===== src/rtl/cli_pkg.sv =====
// Shared constants for the character display instruction interpreter.
package cli_pkg;

  ////////////////////////////////////////////////////////////////////////////
  // Clock and execution times.
  localparam int CLK_PERIOD_NS = 25;
  localparam int T_CLEAR_NS = 1530000;
  localparam int T_INSTR_NS = 39000;
  localparam int T_DATA_NS = 43000;
  localparam int CYC_CLEAR = (T_CLEAR_NS + CLK_PERIOD_NS - 1) / CLK_PERIOD_NS;
  localparam int CYC_INSTR = (T_INSTR_NS + CLK_PERIOD_NS - 1) / CLK_PERIOD_NS;
  localparam int CYC_DATA = (T_DATA_NS + CLK_PERIOD_NS - 1) / CLK_PERIOD_NS;
  localparam logic [15:0] LOAD_INSTR = 16'(CYC_INSTR - 1);
  localparam logic [15:0] LOAD_DATA = 16'(CYC_DATA - 1);

  ////////////////////////////////////////////////////////////////////////////
  // Host pins, memories and address map of the text memory.
  localparam int PIN_W = 11;
  localparam logic [7:0] SPACE_CODE = 8'h20;
  localparam logic [6:0] ADDR_ZERO = 7'h00;
  localparam logic [6:0] LINE1_END = 7'h27;
  localparam logic [6:0] LINE2_START = 7'h40;
  localparam logic [6:0] LINE2_END = 7'h67;
  localparam logic [6:0] ONE_LINE_END = 7'h4f;
  localparam logic [5:0] SHIFT_LAST = 6'h27;

  ////////////////////////////////////////////////////////////////////////////
  // Row scan timing in oscillator clocks, and last row index per duty.
  localparam logic [8:0] ROW_CLKS_LONG = 9'h190;
  localparam logic [8:0] ROW_CLKS_SHORT = 9'h0c8;
  localparam logic [3:0] LAST_ROW_8 = 4'h7;
  localparam logic [3:0] LAST_ROW_11 = 4'ha;
  localparam logic [3:0] LAST_ROW_16 = 4'hf;
  localparam logic [15:0] OSC_DIV_RST = 16'h0094;

  ////////////////////////////////////////////////////////////////////////////
  // Bus register offsets and status field positions.
  localparam logic [7:0] ADDR_STATUS = 8'h00;
  localparam logic [7:0] ADDR_OSC_DIV = 8'h04;
  localparam int ST_AP_LSB = 0;
  localparam int ST_BUSY = 7;
  localparam int ST_GLYPH = 8;
  localparam int ST_BUS8 = 9;
  localparam int ST_TWO_LINE = 10;
  localparam int ST_FONT = 11;
  localparam int ST_DISP = 12;
  localparam int ST_CURSOR = 13;
  localparam int ST_BLINK = 14;
  localparam int ST_DIR_UP = 15;
  localparam int ST_SHIFT_EN = 16;
  localparam int ST_SHIFT_LSB = 17;
  localparam int ST_ROW_LSB = 23;

  ////////////////////////////////////////////////////////////////////////////
  // Sequencer states.
  typedef enum logic [1:0] {
    cli_st_init,
    cli_st_idle,
    cli_st_exec
  } cli_state_t;

endpackage : cli_pkg


===== src/rtl/cli_pin_sync.sv =====
// Three-stage synchroniser with agreement filter for the host pins.
module cli_pin_sync (
  // Clock and reset.
  input wire logic clk_i,
  input wire logic rst_i,
  // Raw pins and their filtered copy.
  input wire logic [cli_pkg::PIN_W-1:0] pin_i,
  output logic [cli_pkg::PIN_W-1:0] stable_o
);
  import cli_pkg::*;

  logic [PIN_W-1:0] s1_ff;
  logic [PIN_W-1:0] s2_ff;
  logic [PIN_W-1:0] s3_ff;
  logic [PIN_W-1:0] stable_ff;
  wire [PIN_W-1:0] differ = s2_ff ^ s3_ff;
  wire [PIN_W-1:0] nxt_stable = (~differ & s3_ff) | (differ & stable_ff);

  // A bit only changes once the second and third stage agree on it.
  always_ff @(posedge clk_i) begin
    if (rst_i) begin
      s1_ff <= '0;
      s2_ff <= '0;
      s3_ff <= '0;
      stable_ff <= '0;
    end else begin
      s1_ff <= pin_i;
      s2_ff <= s1_ff;
      s3_ff <= s2_ff;
      stable_ff <= nxt_stable;
    end
  end

  assign stable_o = stable_ff;

endmodule : cli_pin_sync


===== src/rtl/cli_core.sv =====
// Instruction decoder, host port sequencer and row scan timer.
// What this block does
// Clear fills text memory with space code, zeroes pointer, stays busy 1.53 ms.
// Return home zeroes pointer and display shift, keeps memory, busy 1.53 ms.
// Entry mode stores direction and whole-display shift enable, busy 39 us.
// Display control stores display, cursor and blink bits, busy 39 us.
// Shift moves cursor or display by direction bit, memory untouched, 39 us.
// Function set stores bus width, line count and font, busy 39 us.
// Glyph address set loads six bits and targets glyph memory, 39 us.
// Text address set loads seven bits and targets text memory, 39 us.
// Status read returns busy indicator on bit 7 and pointer below.
// Data write stores byte in last addressed memory, busy 43 us.
// Data read returns byte from last addressed memory, busy 43 us.
// Host waits half an oscillator period after not busy before next strobe.
// Eight-bit mode moves each byte in one enable transfer.
// Four-bit mode uses only the upper four data lines.
// Four-bit mode sends upper nibble first, then lower nibble.
// Four-bit mode raises busy only after the second nibble ends.
// Power-up runs initialisation with busy held high until done.
// Initialisation first writes space code into every text cell.
// Initialisation sets eight-bit bus, one line and short font.
// Initialisation clears display, cursor and blink bits.
// Initialisation sets increment direction and no display shift.
// Row lasts 400 oscillator clocks, or 200 at sixteen-row duty.
// Data access steps pointer up when direction high, else down.
// Cursor shift steps pointer; display shift leaves pointer alone.
// Two-line text addresses run 00h to 27h and 40h to 67h.
// Duty is 8 rows, 11 rows with tall font, 16 for two lines.
module cli_core #(
  parameter int CLEAR_CYC = cli_pkg::CYC_CLEAR
) (
  // Clock and reset.
  input wire logic clk_i,
  input wire logic rst_i,
  // Wishbone slave.
  input wire logic wb_cyc_i,
  input wire logic wb_stb_i,
  input wire logic wb_we_i,
  input wire logic [7:0] wb_adr_i,
  input wire logic [3:0] wb_sel_i,
  input wire logic [31:0] wb_dat_i,
  output logic [31:0] wb_dat_o,
  output logic wb_ack_o,
  // Host parallel port.
  input wire logic register_select_i,
  input wire logic rw_i,
  input wire logic enable_i,
  input wire logic [7:0] db_i,
  output logic [7:0] db_o,
  output logic db_oe_o,
  // Row scan and state.
  output logic [3:0] com_row_o,
  output logic frame_start_o,
  output logic busy_indicator_o
);
  import cli_pkg::*;

  localparam logic [15:0] LOAD_CLEAR = 16'(CLEAR_CYC - 1);

  ////////////////////////////////////////////////////////////////////////////
  // Helper functions.
  function automatic logic [6:0] cli_step(input logic [6:0] a, input logic up,
                                          input logic two, input logic glyph);
    logic [5:0] g;
    g = up ? a[5:0] + 6'h01 : a[5:0] - 6'h01;
    if (glyph) begin
      cli_step = {1'b0, g};
    end else if (two) begin
      if (up) begin
        cli_step = (a == LINE1_END) ? LINE2_START : (a == LINE2_END) ? ADDR_ZERO : a + 7'h01;
      end else begin
        cli_step = (a == ADDR_ZERO) ? LINE2_END : (a == LINE2_START) ? LINE1_END : a - 7'h01;
      end
    end else if (up) begin
      cli_step = (a == ONE_LINE_END) ? ADDR_ZERO : a + 7'h01;
    end else begin
      cli_step = (a == ADDR_ZERO) ? ONE_LINE_END : a - 7'h01;
    end
  endfunction : cli_step

  function automatic logic [5:0] cli_rot(input logic [5:0] off, input logic right);
    if (right) begin
      cli_rot = (off == SHIFT_LAST) ? 6'h00 : off + 6'h01;
    end else begin
      cli_rot = (off == 6'h00) ? SHIFT_LAST : off - 6'h01;
    end
  endfunction : cli_rot

  ////////////////////////////////////////////////////////////////////////////
  // Host pin capture and transfer framing.
  logic [PIN_W-1:0] pins_s;
  logic en_prev_ff;
  logic nib_ff;
  logic [3:0] hi_nib_ff;
  logic bus8_ff;

  cli_pin_sync u_sync (
    .clk_i(clk_i),
    .rst_i(rst_i),
    .pin_i({register_select_i, rw_i, enable_i, db_i}),
    .stable_o(pins_s)
  );

  wire rs_s = pins_s[10];
  wire rw_s = pins_s[9];
  wire en_s = pins_s[8];
  wire [7:0] db_s = pins_s[7:0];
  wire en_fall = en_prev_ff & ~en_s;
  wire byte_done = en_fall & (bus8_ff | nib_ff);
  wire [7:0] in_byte = bus8_ff ? db_s : {hi_nib_ff, db_s[7:4]};

  always_ff @(posedge clk_i) begin
    if (rst_i) begin
      en_prev_ff <= 1'b0;
      nib_ff <= 1'b0;
      hi_nib_ff <= 4'h0;
    end else begin
      en_prev_ff <= en_s;
      nib_ff <= (en_fall & ~bus8_ff) ? ~nib_ff : (nib_ff & ~bus8_ff);
      hi_nib_ff <= (en_fall & ~nib_ff) ? db_s[7:4] : hi_nib_ff;
    end
  end

  ////////////////////////////////////////////////////////////////////////////
  // Instruction decode.
  cli_state_t state_ff;
  cli_state_t nxt_state;
  wire idle = (state_ff == cli_st_idle);
  // Writes and data reads that land while busy are dropped; the host polls first.
  wire cmd_take = byte_done & ~rw_s & ~rs_s & idle;
  wire dat_wr = byte_done & ~rw_s & rs_s & idle;
  wire dat_rd = byte_done & rw_s & rs_s & idle;
  wire is_text_addr = in_byte[7];
  wire is_glyph_addr = in_byte[7:6] == 2'b01;
  wire is_func = in_byte[7:5] == 3'b001;
  wire is_shift = in_byte[7:4] == 4'b0001;
  wire is_disp = in_byte[7:3] == 5'b00001;
  wire is_entry = in_byte[7:2] == 6'b000001;
  wire is_home = in_byte[7:1] == 7'b0000001;
  wire is_clear = in_byte == 8'h01;

  ////////////////////////////////////////////////////////////////////////////
  // Mode state and sequencer.
  logic [15:0] exec_ff;
  logic [7:0] clr_idx_ff;
  logic [6:0] ap_ff;
  logic glyph_sel_ff;
  logic two_line_ff;
  logic font_ff;
  logic disp_ff;
  logic cursor_ff;
  logic blink_ff;
  logic dir_up_ff;
  logic shift_en_ff;
  logic [5:0] shift_off_ff;
  logic [15:0] nxt_exec;
  logic [7:0] nxt_clr_idx;
  logic [6:0] nxt_ap;
  logic nxt_glyph_sel;
  logic nxt_bus8;
  logic nxt_two_line;
  logic nxt_font;
  logic nxt_disp;
  logic nxt_cursor;
  logic nxt_blink;
  logic nxt_dir_up;
  logic nxt_shift_en;
  logic [5:0] nxt_shift_off;
  wire clearing = ~clr_idx_ff[7];
  wire exec_done = (exec_ff == 16'h0000) & ~clearing;
  wire [6:0] ap_stepped = cli_step(ap_ff, dir_up_ff, two_line_ff, glyph_sel_ff);

  always_comb begin
    nxt_state = state_ff;
    nxt_exec = (exec_ff != 16'h0000) ? exec_ff - 16'h0001 : exec_ff;
    nxt_clr_idx = clearing ? clr_idx_ff + 8'h01 : clr_idx_ff;
    nxt_ap = ap_ff;
    nxt_glyph_sel = glyph_sel_ff;
    nxt_bus8 = bus8_ff;
    nxt_two_line = two_line_ff;
    nxt_font = font_ff;
    nxt_disp = disp_ff;
    nxt_cursor = cursor_ff;
    nxt_blink = blink_ff;
    nxt_dir_up = dir_up_ff;
    nxt_shift_en = shift_en_ff;
    nxt_shift_off = shift_off_ff;
    case (state_ff)
      cli_st_init: begin
        if (exec_done) begin
          nxt_state = cli_st_idle;
          nxt_bus8 = 1'b1;
          nxt_two_line = 1'b0;
          nxt_font = 1'b0;
          nxt_disp = 1'b0;
          nxt_cursor = 1'b0;
          nxt_blink = 1'b0;
          nxt_dir_up = 1'b1;
          nxt_shift_en = 1'b0;
        end
      end
      cli_st_exec: begin
        if (exec_done) begin
          nxt_state = cli_st_idle;
        end
      end
      cli_st_idle: begin
        if (cmd_take) begin
          nxt_state = cli_st_exec;
          nxt_exec = LOAD_INSTR;
          if (is_text_addr) begin
            nxt_ap = in_byte[6:0];
            nxt_glyph_sel = 1'b0;
          end else if (is_glyph_addr) begin
            nxt_ap = {1'b0, in_byte[5:0]};
            nxt_glyph_sel = 1'b1;
          end else if (is_func) begin
            nxt_bus8 = in_byte[4];
            nxt_two_line = in_byte[3];
            nxt_font = in_byte[2];
          end else if (is_shift) begin
            if (in_byte[3]) begin
              nxt_shift_off = cli_rot(shift_off_ff, in_byte[2]);
            end else begin
              nxt_ap = cli_step(ap_ff, in_byte[2], two_line_ff, glyph_sel_ff);
            end
          end else if (is_disp) begin
            nxt_disp = in_byte[2];
            nxt_cursor = in_byte[1];
            nxt_blink = in_byte[0];
          end else if (is_entry) begin
            nxt_dir_up = in_byte[1];
            nxt_shift_en = in_byte[0];
          end else if (is_home) begin
            nxt_exec = LOAD_CLEAR;
            nxt_ap = ADDR_ZERO;
            nxt_glyph_sel = 1'b0;
            nxt_shift_off = 6'h00;
          end else if (is_clear) begin
            nxt_exec = LOAD_CLEAR;
            nxt_clr_idx = 8'h00;
            nxt_ap = ADDR_ZERO;
            nxt_glyph_sel = 1'b0;
            nxt_shift_off = 6'h00;
            nxt_dir_up = 1'b1;
          end else begin
            nxt_state = cli_st_idle;
            nxt_exec = 16'h0000;
          end
        end else if (dat_wr) begin
          nxt_state = cli_st_exec;
          nxt_exec = LOAD_DATA;
          nxt_ap = ap_stepped;
          if (shift_en_ff & ~glyph_sel_ff) begin
            nxt_shift_off = cli_rot(shift_off_ff, ~dir_up_ff);
          end
        end else if (dat_rd) begin
          nxt_state = cli_st_exec;
          nxt_exec = LOAD_DATA;
          nxt_ap = ap_stepped;
        end
      end
      default: begin
        nxt_state = cli_st_idle;
      end
    endcase
  end

  // Reset leaves the same mode values that the power-up sequence writes.
  always_ff @(posedge clk_i) begin
    if (rst_i) begin
      state_ff <= cli_st_init;
      exec_ff <= LOAD_CLEAR;
      clr_idx_ff <= 8'h00;
      ap_ff <= ADDR_ZERO;
      glyph_sel_ff <= 1'b0;
      bus8_ff <= 1'b1;
      two_line_ff <= 1'b0;
      font_ff <= 1'b0;
      disp_ff <= 1'b0;
      cursor_ff <= 1'b0;
      blink_ff <= 1'b0;
      dir_up_ff <= 1'b1;
      shift_en_ff <= 1'b0;
      shift_off_ff <= 6'h00;
    end else begin
      state_ff <= nxt_state;
      exec_ff <= nxt_exec;
      clr_idx_ff <= nxt_clr_idx;
      ap_ff <= nxt_ap;
      glyph_sel_ff <= nxt_glyph_sel;
      bus8_ff <= nxt_bus8;
      two_line_ff <= nxt_two_line;
      font_ff <= nxt_font;
      disp_ff <= nxt_disp;
      cursor_ff <= nxt_cursor;
      blink_ff <= nxt_blink;
      dir_up_ff <= nxt_dir_up;
      shift_en_ff <= nxt_shift_en;
      shift_off_ff <= nxt_shift_off;
    end
  end

  ////////////////////////////////////////////////////////////////////////////
  // Text and glyph memories.
  logic [7:0] text_mem [0:127];
  logic [7:0] glyph_mem [0:63];
  logic [7:0] rd_ff;
  wire text_we = clearing | (dat_wr & ~glyph_sel_ff);
  wire [6:0] text_wa = clearing ? clr_idx_ff[6:0] : ap_ff;
  wire [7:0] text_wd = clearing ? SPACE_CODE : in_byte;
  wire glyph_we = dat_wr & glyph_sel_ff;

  // The read latch follows the pointer while idle, so a read strobe sees a settled byte.
  always_ff @(posedge clk_i) begin
    if (text_we) begin
      text_mem[text_wa] <= text_wd;
    end
    if (glyph_we) begin
      glyph_mem[ap_ff[5:0]] <= in_byte;
    end
    if (idle) begin
      rd_ff <= glyph_sel_ff ? glyph_mem[ap_ff[5:0]] : text_mem[ap_ff];
    end
  end

  ////////////////////////////////////////////////////////////////////////////
  // Host read path.
  logic [7:0] db_o_ff;
  wire busy = ~idle;
  wire [7:0] rd_byte = rs_s ? rd_ff : {busy, ap_ff};
  wire [7:0] nxt_db_o = bus8_ff ? rd_byte :
                        (nib_ff ? {rd_byte[3:0], 4'h0} : {rd_byte[7:4], 4'h0});

  always_ff @(posedge clk_i) begin
    if (rst_i) begin
      db_o_ff <= 8'h00;
    end else begin
      db_o_ff <= nxt_db_o;
    end
  end

  assign db_o = db_o_ff;
  assign db_oe_o = en_s & rw_s;
  assign busy_indicator_o = busy;

  ////////////////////////////////////////////////////////////////////////////
  // Oscillator tick and row scan.
  logic [15:0] osc_div_ff;
  logic [15:0] osc_cnt_ff;
  logic [8:0] row_cnt_ff;
  logic [3:0] com_row_ff;
  logic frame_ff;
  wire osc_tick = (osc_div_ff <= 16'h0001) | (osc_cnt_ff >= osc_div_ff - 16'h0001);
  wire [8:0] row_len = two_line_ff ? ROW_CLKS_SHORT : ROW_CLKS_LONG;
  wire [3:0] last_row = two_line_ff ? LAST_ROW_16 : (font_ff ? LAST_ROW_11 : LAST_ROW_8);
  wire row_end = osc_tick & (row_cnt_ff >= row_len - 9'h001);
  wire frame_end = row_end & (com_row_ff >= last_row);

  always_ff @(posedge clk_i) begin
    if (rst_i) begin
      osc_cnt_ff <= 16'h0000;
      row_cnt_ff <= 9'h000;
      com_row_ff <= 4'h0;
      frame_ff <= 1'b0;
    end else begin
      osc_cnt_ff <= osc_tick ? 16'h0000 : osc_cnt_ff + 16'h0001;
      row_cnt_ff <= row_end ? 9'h000 : (osc_tick ? row_cnt_ff + 9'h001 : row_cnt_ff);
      com_row_ff <= frame_end ? 4'h0 : (row_end ? com_row_ff + 4'h1 : com_row_ff);
      frame_ff <= frame_end;
    end
  end

  assign com_row_o = com_row_ff;
  assign frame_start_o = frame_ff;

  ////////////////////////////////////////////////////////////////////////////
  // Wishbone register slave.
  logic ack_ff;
  logic [31:0] wb_dat_ff;
  logic [31:0] status_w;
  logic [31:0] rd_mux;
  wire req = wb_cyc_i & wb_stb_i & ~ack_ff;
  wire hit_status = wb_adr_i[7:2] == ADDR_STATUS[7:2];
  wire hit_osc = wb_adr_i[7:2] == ADDR_OSC_DIV[7:2];
  wire osc_wr = req & wb_we_i & hit_osc;

  always_comb begin
    status_w = 32'h0000_0000;
    status_w[ST_AP_LSB +: 7] = ap_ff;
    status_w[ST_BUSY] = busy;
    status_w[ST_GLYPH] = glyph_sel_ff;
    status_w[ST_BUS8] = bus8_ff;
    status_w[ST_TWO_LINE] = two_line_ff;
    status_w[ST_FONT] = font_ff;
    status_w[ST_DISP] = disp_ff;
    status_w[ST_CURSOR] = cursor_ff;
    status_w[ST_BLINK] = blink_ff;
    status_w[ST_DIR_UP] = dir_up_ff;
    status_w[ST_SHIFT_EN] = shift_en_ff;
    status_w[ST_SHIFT_LSB +: 6] = shift_off_ff;
    status_w[ST_ROW_LSB +: 4] = com_row_ff;
    rd_mux = 32'h0000_0000;
    if (hit_status) begin
      rd_mux = status_w;
    end else if (hit_osc) begin
      rd_mux = {16'h0000, osc_div_ff};
    end
  end

  always_ff @(posedge clk_i) begin
    if (rst_i) begin
      ack_ff <= 1'b0;
      wb_dat_ff <= 32'h0000_0000;
      osc_div_ff <= OSC_DIV_RST;
    end else begin
      ack_ff <= req;
      wb_dat_ff <= req ? rd_mux : wb_dat_ff;
      osc_div_ff[7:0] <= (osc_wr & wb_sel_i[0]) ? wb_dat_i[7:0] : osc_div_ff[7:0];
      osc_div_ff[15:8] <= (osc_wr & wb_sel_i[1]) ? wb_dat_i[15:8] : osc_div_ff[15:8];
    end
  end

  assign wb_ack_o = ack_ff;
  assign wb_dat_o = wb_dat_ff;

endmodule : cli_core


===== config.mk =====
export PLATFORM = sky130hd
export DESIGN_NAME = cli_core
export DESIGN_NICKNAME = d
export VERILOG_FILES = /design/src/rtl/cli_pkg.sv /design/src/rtl/cli_pin_sync.sv /design/src/rtl/cli_core.sv
export SDC_FILE = /design/constraint.sdc
export NUM_CORES = 2
export LEC_CHECK = 0
export ABC_AREA = 1
export ABC_CLOCK_PERIOD_IN_PS = 8100
export BUFFER_PORTS_ARGS = -buffer_cell sky130_fd_sc_hd__buf_2
export CAP_MARGIN = 20
export CORE_ASPECT_RATIO = 1.5
export CORE_MARGIN = 4
export CORE_UTILIZATION = 55
export CTS_BUF_LIST = sky130_fd_sc_hd__clkbuf_4
export CTS_CLUSTER_SIZE = 25
export DETAILED_ROUTE_END_ITERATION = 16
export PLACE_DENSITY = 0.74
export RECOVER_POWER = 100
export SETUP_SLACK_MARGIN = 0.1
export SLEW_MARGIN = 25
export SYNTH_ARGS = -nofsm -noshare
export SYNTH_HDL_FRONTEND = slang
export SYNTH_SLANG_ARGS = --single-unit

===== constraint.sdc =====
create_clock -name clk_i -period 8.1 [get_ports clk_i]
set_clock_uncertainty 0.15 [all_clocks]
set_input_delay 0.81 -clock clk_i [delete_from_list [all_inputs] [get_ports clk_i]]
set_output_delay 0.81 -clock clk_i [all_outputs]
set_load 0.01 [all_outputs]

Word level (Yosys, flattened, before mapping) --
Memories as Yosys holds them, arrays and structs flattened. A register that Yosys moved wholly into a read port is not among the register bits. Cells that the tools add are included.
Word-level totals: memories 2, output and inout bits 48, word-level logic and storage cells 327, register bits 193, memory bits (writable) 1536, input port bits 60
Memory list:
- text_mem | words 128, width 8, read ports 1, clocked after memory_dff 1, wr ports 1, line cli_core.sv:306 | logic [7:0] text_mem [0:127];
- glyph_mem | words 64, width 8, read ports 1, clocked after memory_dff 1, wr ports 1, line cli_core.sv:307 | logic [7:0] glyph_mem [0:63];
Operators by class: reductions and logical operators 23, $lt $le $gt $ge 4, bitwise gates (word level) 43, add/subtract/negate cells 13, equal/unequal tests 45, multiplexer cells 166
Operator list (count):
- 16-bit 2-to-1 mux | 14
- 7-bit 2-to-1 mux | 29
- 8-bit 2-to-1 mux | 17
- 6-bit 2-to-1 mux | 20
- 1-bit 2-to-1 mux | 61
- 16-bit by 1-bit subtractor with 16-bit output, second input constant | 2
- 27-bit 2-to-1 mux | 1
- 1-bit bitwise AND | 26
- 2-bit 2-to-1 mux | 12
- 3-bit inequality test, second input constant | 8
- 11-bit bitwise AND | 2
- 7-bit equality test, second input constant | 3
- 10-bit AND reduction | 2
- 2-bit inequality test, second input constant | 9
- 16-bit by 1-bit adder with 16-bit output, second input constant | 1
- 16-bit >= comparator | 1
- 16-bit by 1-bit less-or-equal comparator with 1-bit output, second input constant | 1
- 16-bit zero test | 1
- 1-bit one-hot mux with 2 select lines | 8
- 16-bit nonzero test | 1
- 5-bit inequality test, second input constant | 3
- 7-bit AND reduction | 2
- 6-bit by 1-bit adder with 6-bit output, second input constant | 2
- 6-bit by 1-bit equality test with 1-bit output, second input constant | 2
- other kinds (42) | 66

Logic depth before layout (Yosys ltp) --
depth in word-level cells 14, mapped depth 20, mapped depth without buffers 19

By module --
From an unflattened synthesis, not the netlist that was laid out.
Unflattened totals: cells, all modules 6807, area total of the unflattened synthesis 72923.7 µm²
Modules (own cells, without submodules):
- cli_core | area an instance 71514.8 µm², seq. area each 49227.2 µm², times used 1, cells each 6658
- cli_pin_sync | area an instance 1408.9 µm², seq. area each 880.8 µm², times used 1, cells each 149

Worst setup path after synthesis --
No wires, ideal clock.
path kind reg-to-reg, start reg bus8_ff, end mem text_mem[0][0] (data pin), arrival 6.736 ns, path slack 0.421 ns, setup time 0.793 ns, clock period less this slack 7.679 ns, path buffers 2, required time 7.157 ns, stages on the path, launching flop included 6, cells stage by stage dfxtp_1 buf_6 buf_4 o21ai_0 inv_1 nor2_1
Between the ends: word-level cells in the longest chain between the ends 2
RTL lines:
- start, declared | line cli_core.sv:95 | logic bus8_ff;
- start signal, assigned | line cli_core.sv:292 | bus8_ff <= nxt_bus8;
- 8-bit 2-to-1 mux | line cli_core.sv:110 | wire [7:0] in_byte = bus8_ff ? db_s : {hi_nib_ff, db_s[7:4]};
- named net in_byte[0] | line cli_core.sv:110
- 8-bit 2-to-1 mux | line cli_core.sv:311 | wire [7:0] text_wd = clearing ? SPACE_CODE : in_byte;
- named net text_wd[0] | line cli_core.sv:311
- end, declared | line cli_core.sv:306
The timed path passes the listed nets, and every way through them passes these cells.

Worst setup path in the final report --
start reg bus8_ff, end mem text_mem[126][5] (data pin)
The elaborated chain is that of the path after synthesis.

==> metrics <==
Initial Utilization 55.5%; Synth cell types 50; hold buffers post-CTS 68; Global Route met2 Usage 47.4%; Startpoint Class flop; Worst Tran Pin Value 3.45 ns; Mapped Cells 6724; fill count 10.2k; initial antenna violation count 2; Compound-Gate Fraction of Synth Area 3.53%; r2r setup slk 1.99 ns; hold crit path type input port to flop; top cell type's share of synthesized area 64.2%; grt met3 use 4.64%; CP endpoint kind flop; adder-cell share of the synthesized area 0.606%; status finished, violations left; total negative slack 0 ns; Port Buf Inserts 82; Slew headroom -130%; number of CTS-inserted buffers 387; first-pass GRT wire length 287000 um; ratio of cells with drive above 1 in the final layout 9.28%; Top FF cell, synth edfxtp_1; Iter 0 DRT Violations 5026; clock sink count 1731; minimum clock period 6.11 ns; post_cts resized 0; top cells by area, synth edfxtp_1 (64%), nand2_1 (10%), nand3_1 (9.0%); Die Ht 452 um; number of global-route vias before repair 51.0k; Endpoint, Worst Hold osc_div_ff[2]; clk buf depth 4; Post-synth EDFFs 1544; FF+latch count, synth 1731; post-synth top area cell edfxtp_1; simple-gate share of the synthesized area 22.6%; remaining global-route overflow 0; Core ar. 130000 um2; routability cong. 0.930; min-delay src wb_dat_i[2]; nets@finish 7026; WL final 189000 um; GRT Overall Usage 26.9%; WHS Path Cells 4; DP Worst Slack 3.46 ns; # Max-Cap Violations 23; Global Route met1 Usage 30.2%; Clock transition at path regs 0.07 ns; io pins 108; CP Data Required Time 8.71 ns; CTS root buffer clkbuf_4; Inst Count DP 8192; die area 137000 um2; DR DRC count 0; main combinational cell family by area after synthesis simple AND/OR/NAND/NOR gates; final worst setup slack 1.99 ns; critical path arrival 6.71 ns; reg2reg end text_mem[126][5]; ys async rst share 0%; mux contribution to synthesized area 0.0138%; RSZ-0062 raised after global routing no; drt wl/cell 21.2 um; DR vias 51.9k; DR vias/cell 5.82; RR Startpoint bus8_ff; count of pins over their slew limit 1181; Static Leak 28.5 nW; Skew-Pair Late Insertion Delay 1.34 ns; synthesized area per cell 10.7 um2; first drt pass iteration count 9; area grow syn2layout 9.18%; final cell count without fillers 8906; VDD IR max 172 uV; failing checks max-capacitance violations, max-slew violations; Final Hold Viols 0; Die Width 304 um; CTS tree done; Netlist Area Pre-Place 72300 um2; Final setup violation count 0; GR peak layer met2; Max Fclk 0.164 GHz; Final Cycle Share 75.4%; Final HPWL DP 109000 um; Routed Antenna Nets 0; R2R depth 7; Synth Area in XOR/XNOR 0.557%; H-tree depth 5; sequential cell area fraction in the yosys report 69.3%; Setup Fix Bufs, Post-CTS 0; Ys Warns 0; largest net degree at the start of global routing 226; CP Class flop to flop; Worst Path Max Fanout 88; FP Rows 162; Power per Cell Area 205 nW/um2
-- metrics by stage --
stage	instance area [um2]	hold slack, ns	total power [mW]	util [%]
floorplan	72300	0.238	9.93	-
global placement	74000	0.242	10.0	56.7
detailed placement	74000	0.243	10.0	56.7
CTS	79100	0.0292	16.3	60.7
global route	78900	0.171	16.7	60.5
finish	78900	0.212	16.2	60.5
-- sequential cells by signal (all words and copies together) (netlist names), 2 cells and up, named ones only --
signal	count
glyph_mem	512
shift_off_ff	6
db_o	8
u_sync.s1_ff	11
wb_dat_o	27
clr_idx_ff	8
hi_nib_ff	4
ap_ff	7
text_mem	1024
u_sync.s2_ff	11
row_cnt_ff	9
com_row_o	4
osc_div_ff	16
state_ff	2
exec_ff	16
osc_cnt_ff	16
rd_ff	8
u_sync.s3_ff	11
-- final cells by class --
class / count / area (um2) / area share [%]
diodes: 4 / 10.0 / 0.0127
repair buffers: 214 / 1530 / 1.93
multi-input cells: 4377 / 19700 / 25.0
inverters: 220 / 850 / 1.08
clock inverters: 103 / 483 / 0.612
clock buffers: 535 / 4020 / 5.09
flip-flops and latches: 1731 / 50100 / 63.5
well taps: 1722 / 2150 / 2.73
-- cell usage in the layout (no fill, tap or decap), types with 4 or more instances in the layout --
master / synthesis / routed
a211oi_1: 21 / 21
o31ai_1: 51 / 51
inv_1: 210 / 208
clkinv_1: 6 / 88
nor4_1: 8 / 8
xor2_1: 37 / 37
nor2_4: 1 / 5
diode_2: 0 / 4
nand4_1: 33 / 37
nand2_1: 1999 / 1999
inv_2: 4 / 6
o211ai_1: 8 / 8
o21ai_4: 1 / 4
o21ai_0: 94 / 99
clkbuf_2: 0 / 4
edfxtp_1: 1544 / 1544
nor3_1: 29 / 29
clkbuf_4: 0 / 535
xnor2_1: 9 / 9
nor3b_1: 4 / 4
nand3_1: 1304 / 1306
buf_2: 69 / 39
clkinv_2: 0 / 15
conb_1: 1 / 5
buf_4: 6 / 26
dfxtp_1: 187 / 182
dfxtp_4: 0 / 4
nor2_1: 446 / 442
or2_2: 6 / 6
ha_1: 35 / 35
buf_12: 0 / 7
o221ai_1: 14 / 14
a21oi_1: 231 / 232
clkbuf_1: 266 / 68
dlygate4sd3_1: 0 / 68
-- report_power, final --
part	switching, mW	total, mW	internal [mW]	leakage (nW)
registers	0.0206	9.62	9.60	14.6
clock network	3.21	6.34	3.13	2.71
logic	0.142	0.207	0.0651	11.2
-- critical path, stage by stage, from the launching register on --
cell and delay (ns):
dfxtp_1 0.31, clkbuf_1 0.83, nand2_1 0.23, o21ai_4 0.11, buf_4 0.70, inv_1 0.27
nand2_1 1.25, clkbuf_2 1.62
-- routing by layer --
layer | vias to the layer above | part of all wire (%)
li1 | 24000 | -
met1 | 24600 | 34
met2 | 2638 | 51
met3 | 601 | 7.7
met4 | 0 | 6.9
met5 | - | 0
-- cell usage after synthesis (3+ instances only) --
master and instances:
dfxtp_1 187, a31oi_1 3, o21ai_1 8, inv_1 210, o221ai_1 14, nand3_1 1304
a21oi_1 231, ha_1 35, nand4_2 5, clkinv_1 6, nand2_1 1999, o21bai_1 3
buf_1 58, buf_4 6, nand4_1 33, or2_2 6, xnor2_1 9, a211oi_1 21
nor3_1 29, edfxtp_1 1544, o211ai_1 8, inv_2 4, clkbuf_1 266, buf_2 69
o21ai_0 94, nor2_1 446, nor3b_1 4, xor2_1 37, o31ai_1 51, o21ai_2 3
nor4_1 8
-- cells by family (layout without fill, tap and decap cells) --
logic type,count (synthesis),in the layout
buffers and inverters,620,1072
adders and majority gates,35,35
DFF,1731,1731
muxes,1,1
other,1,9
xor gates and xnor gates,46,46
AOI/OAI and AO/OA,446,446
and+or+nand+nor,3844,3844
-- worst max-delay path by stage --
stage	start	end	slack [ns]	cells past startpoint
global route	bus8_ff	text_mem[55][5]	1.70	7
finish	bus8_ff	text_mem[126][5]	1.99	7
detailed placement	flop	rd_ff[4]	3.46	12
floorplan	bus8_ff	text_mem[0][0]	0.42	5
global placement	flop	rd_ff[4]	3.48	12
CTS	flop	rd_ff[4]	3.36	12
Power figures use the tool's default switching activity.
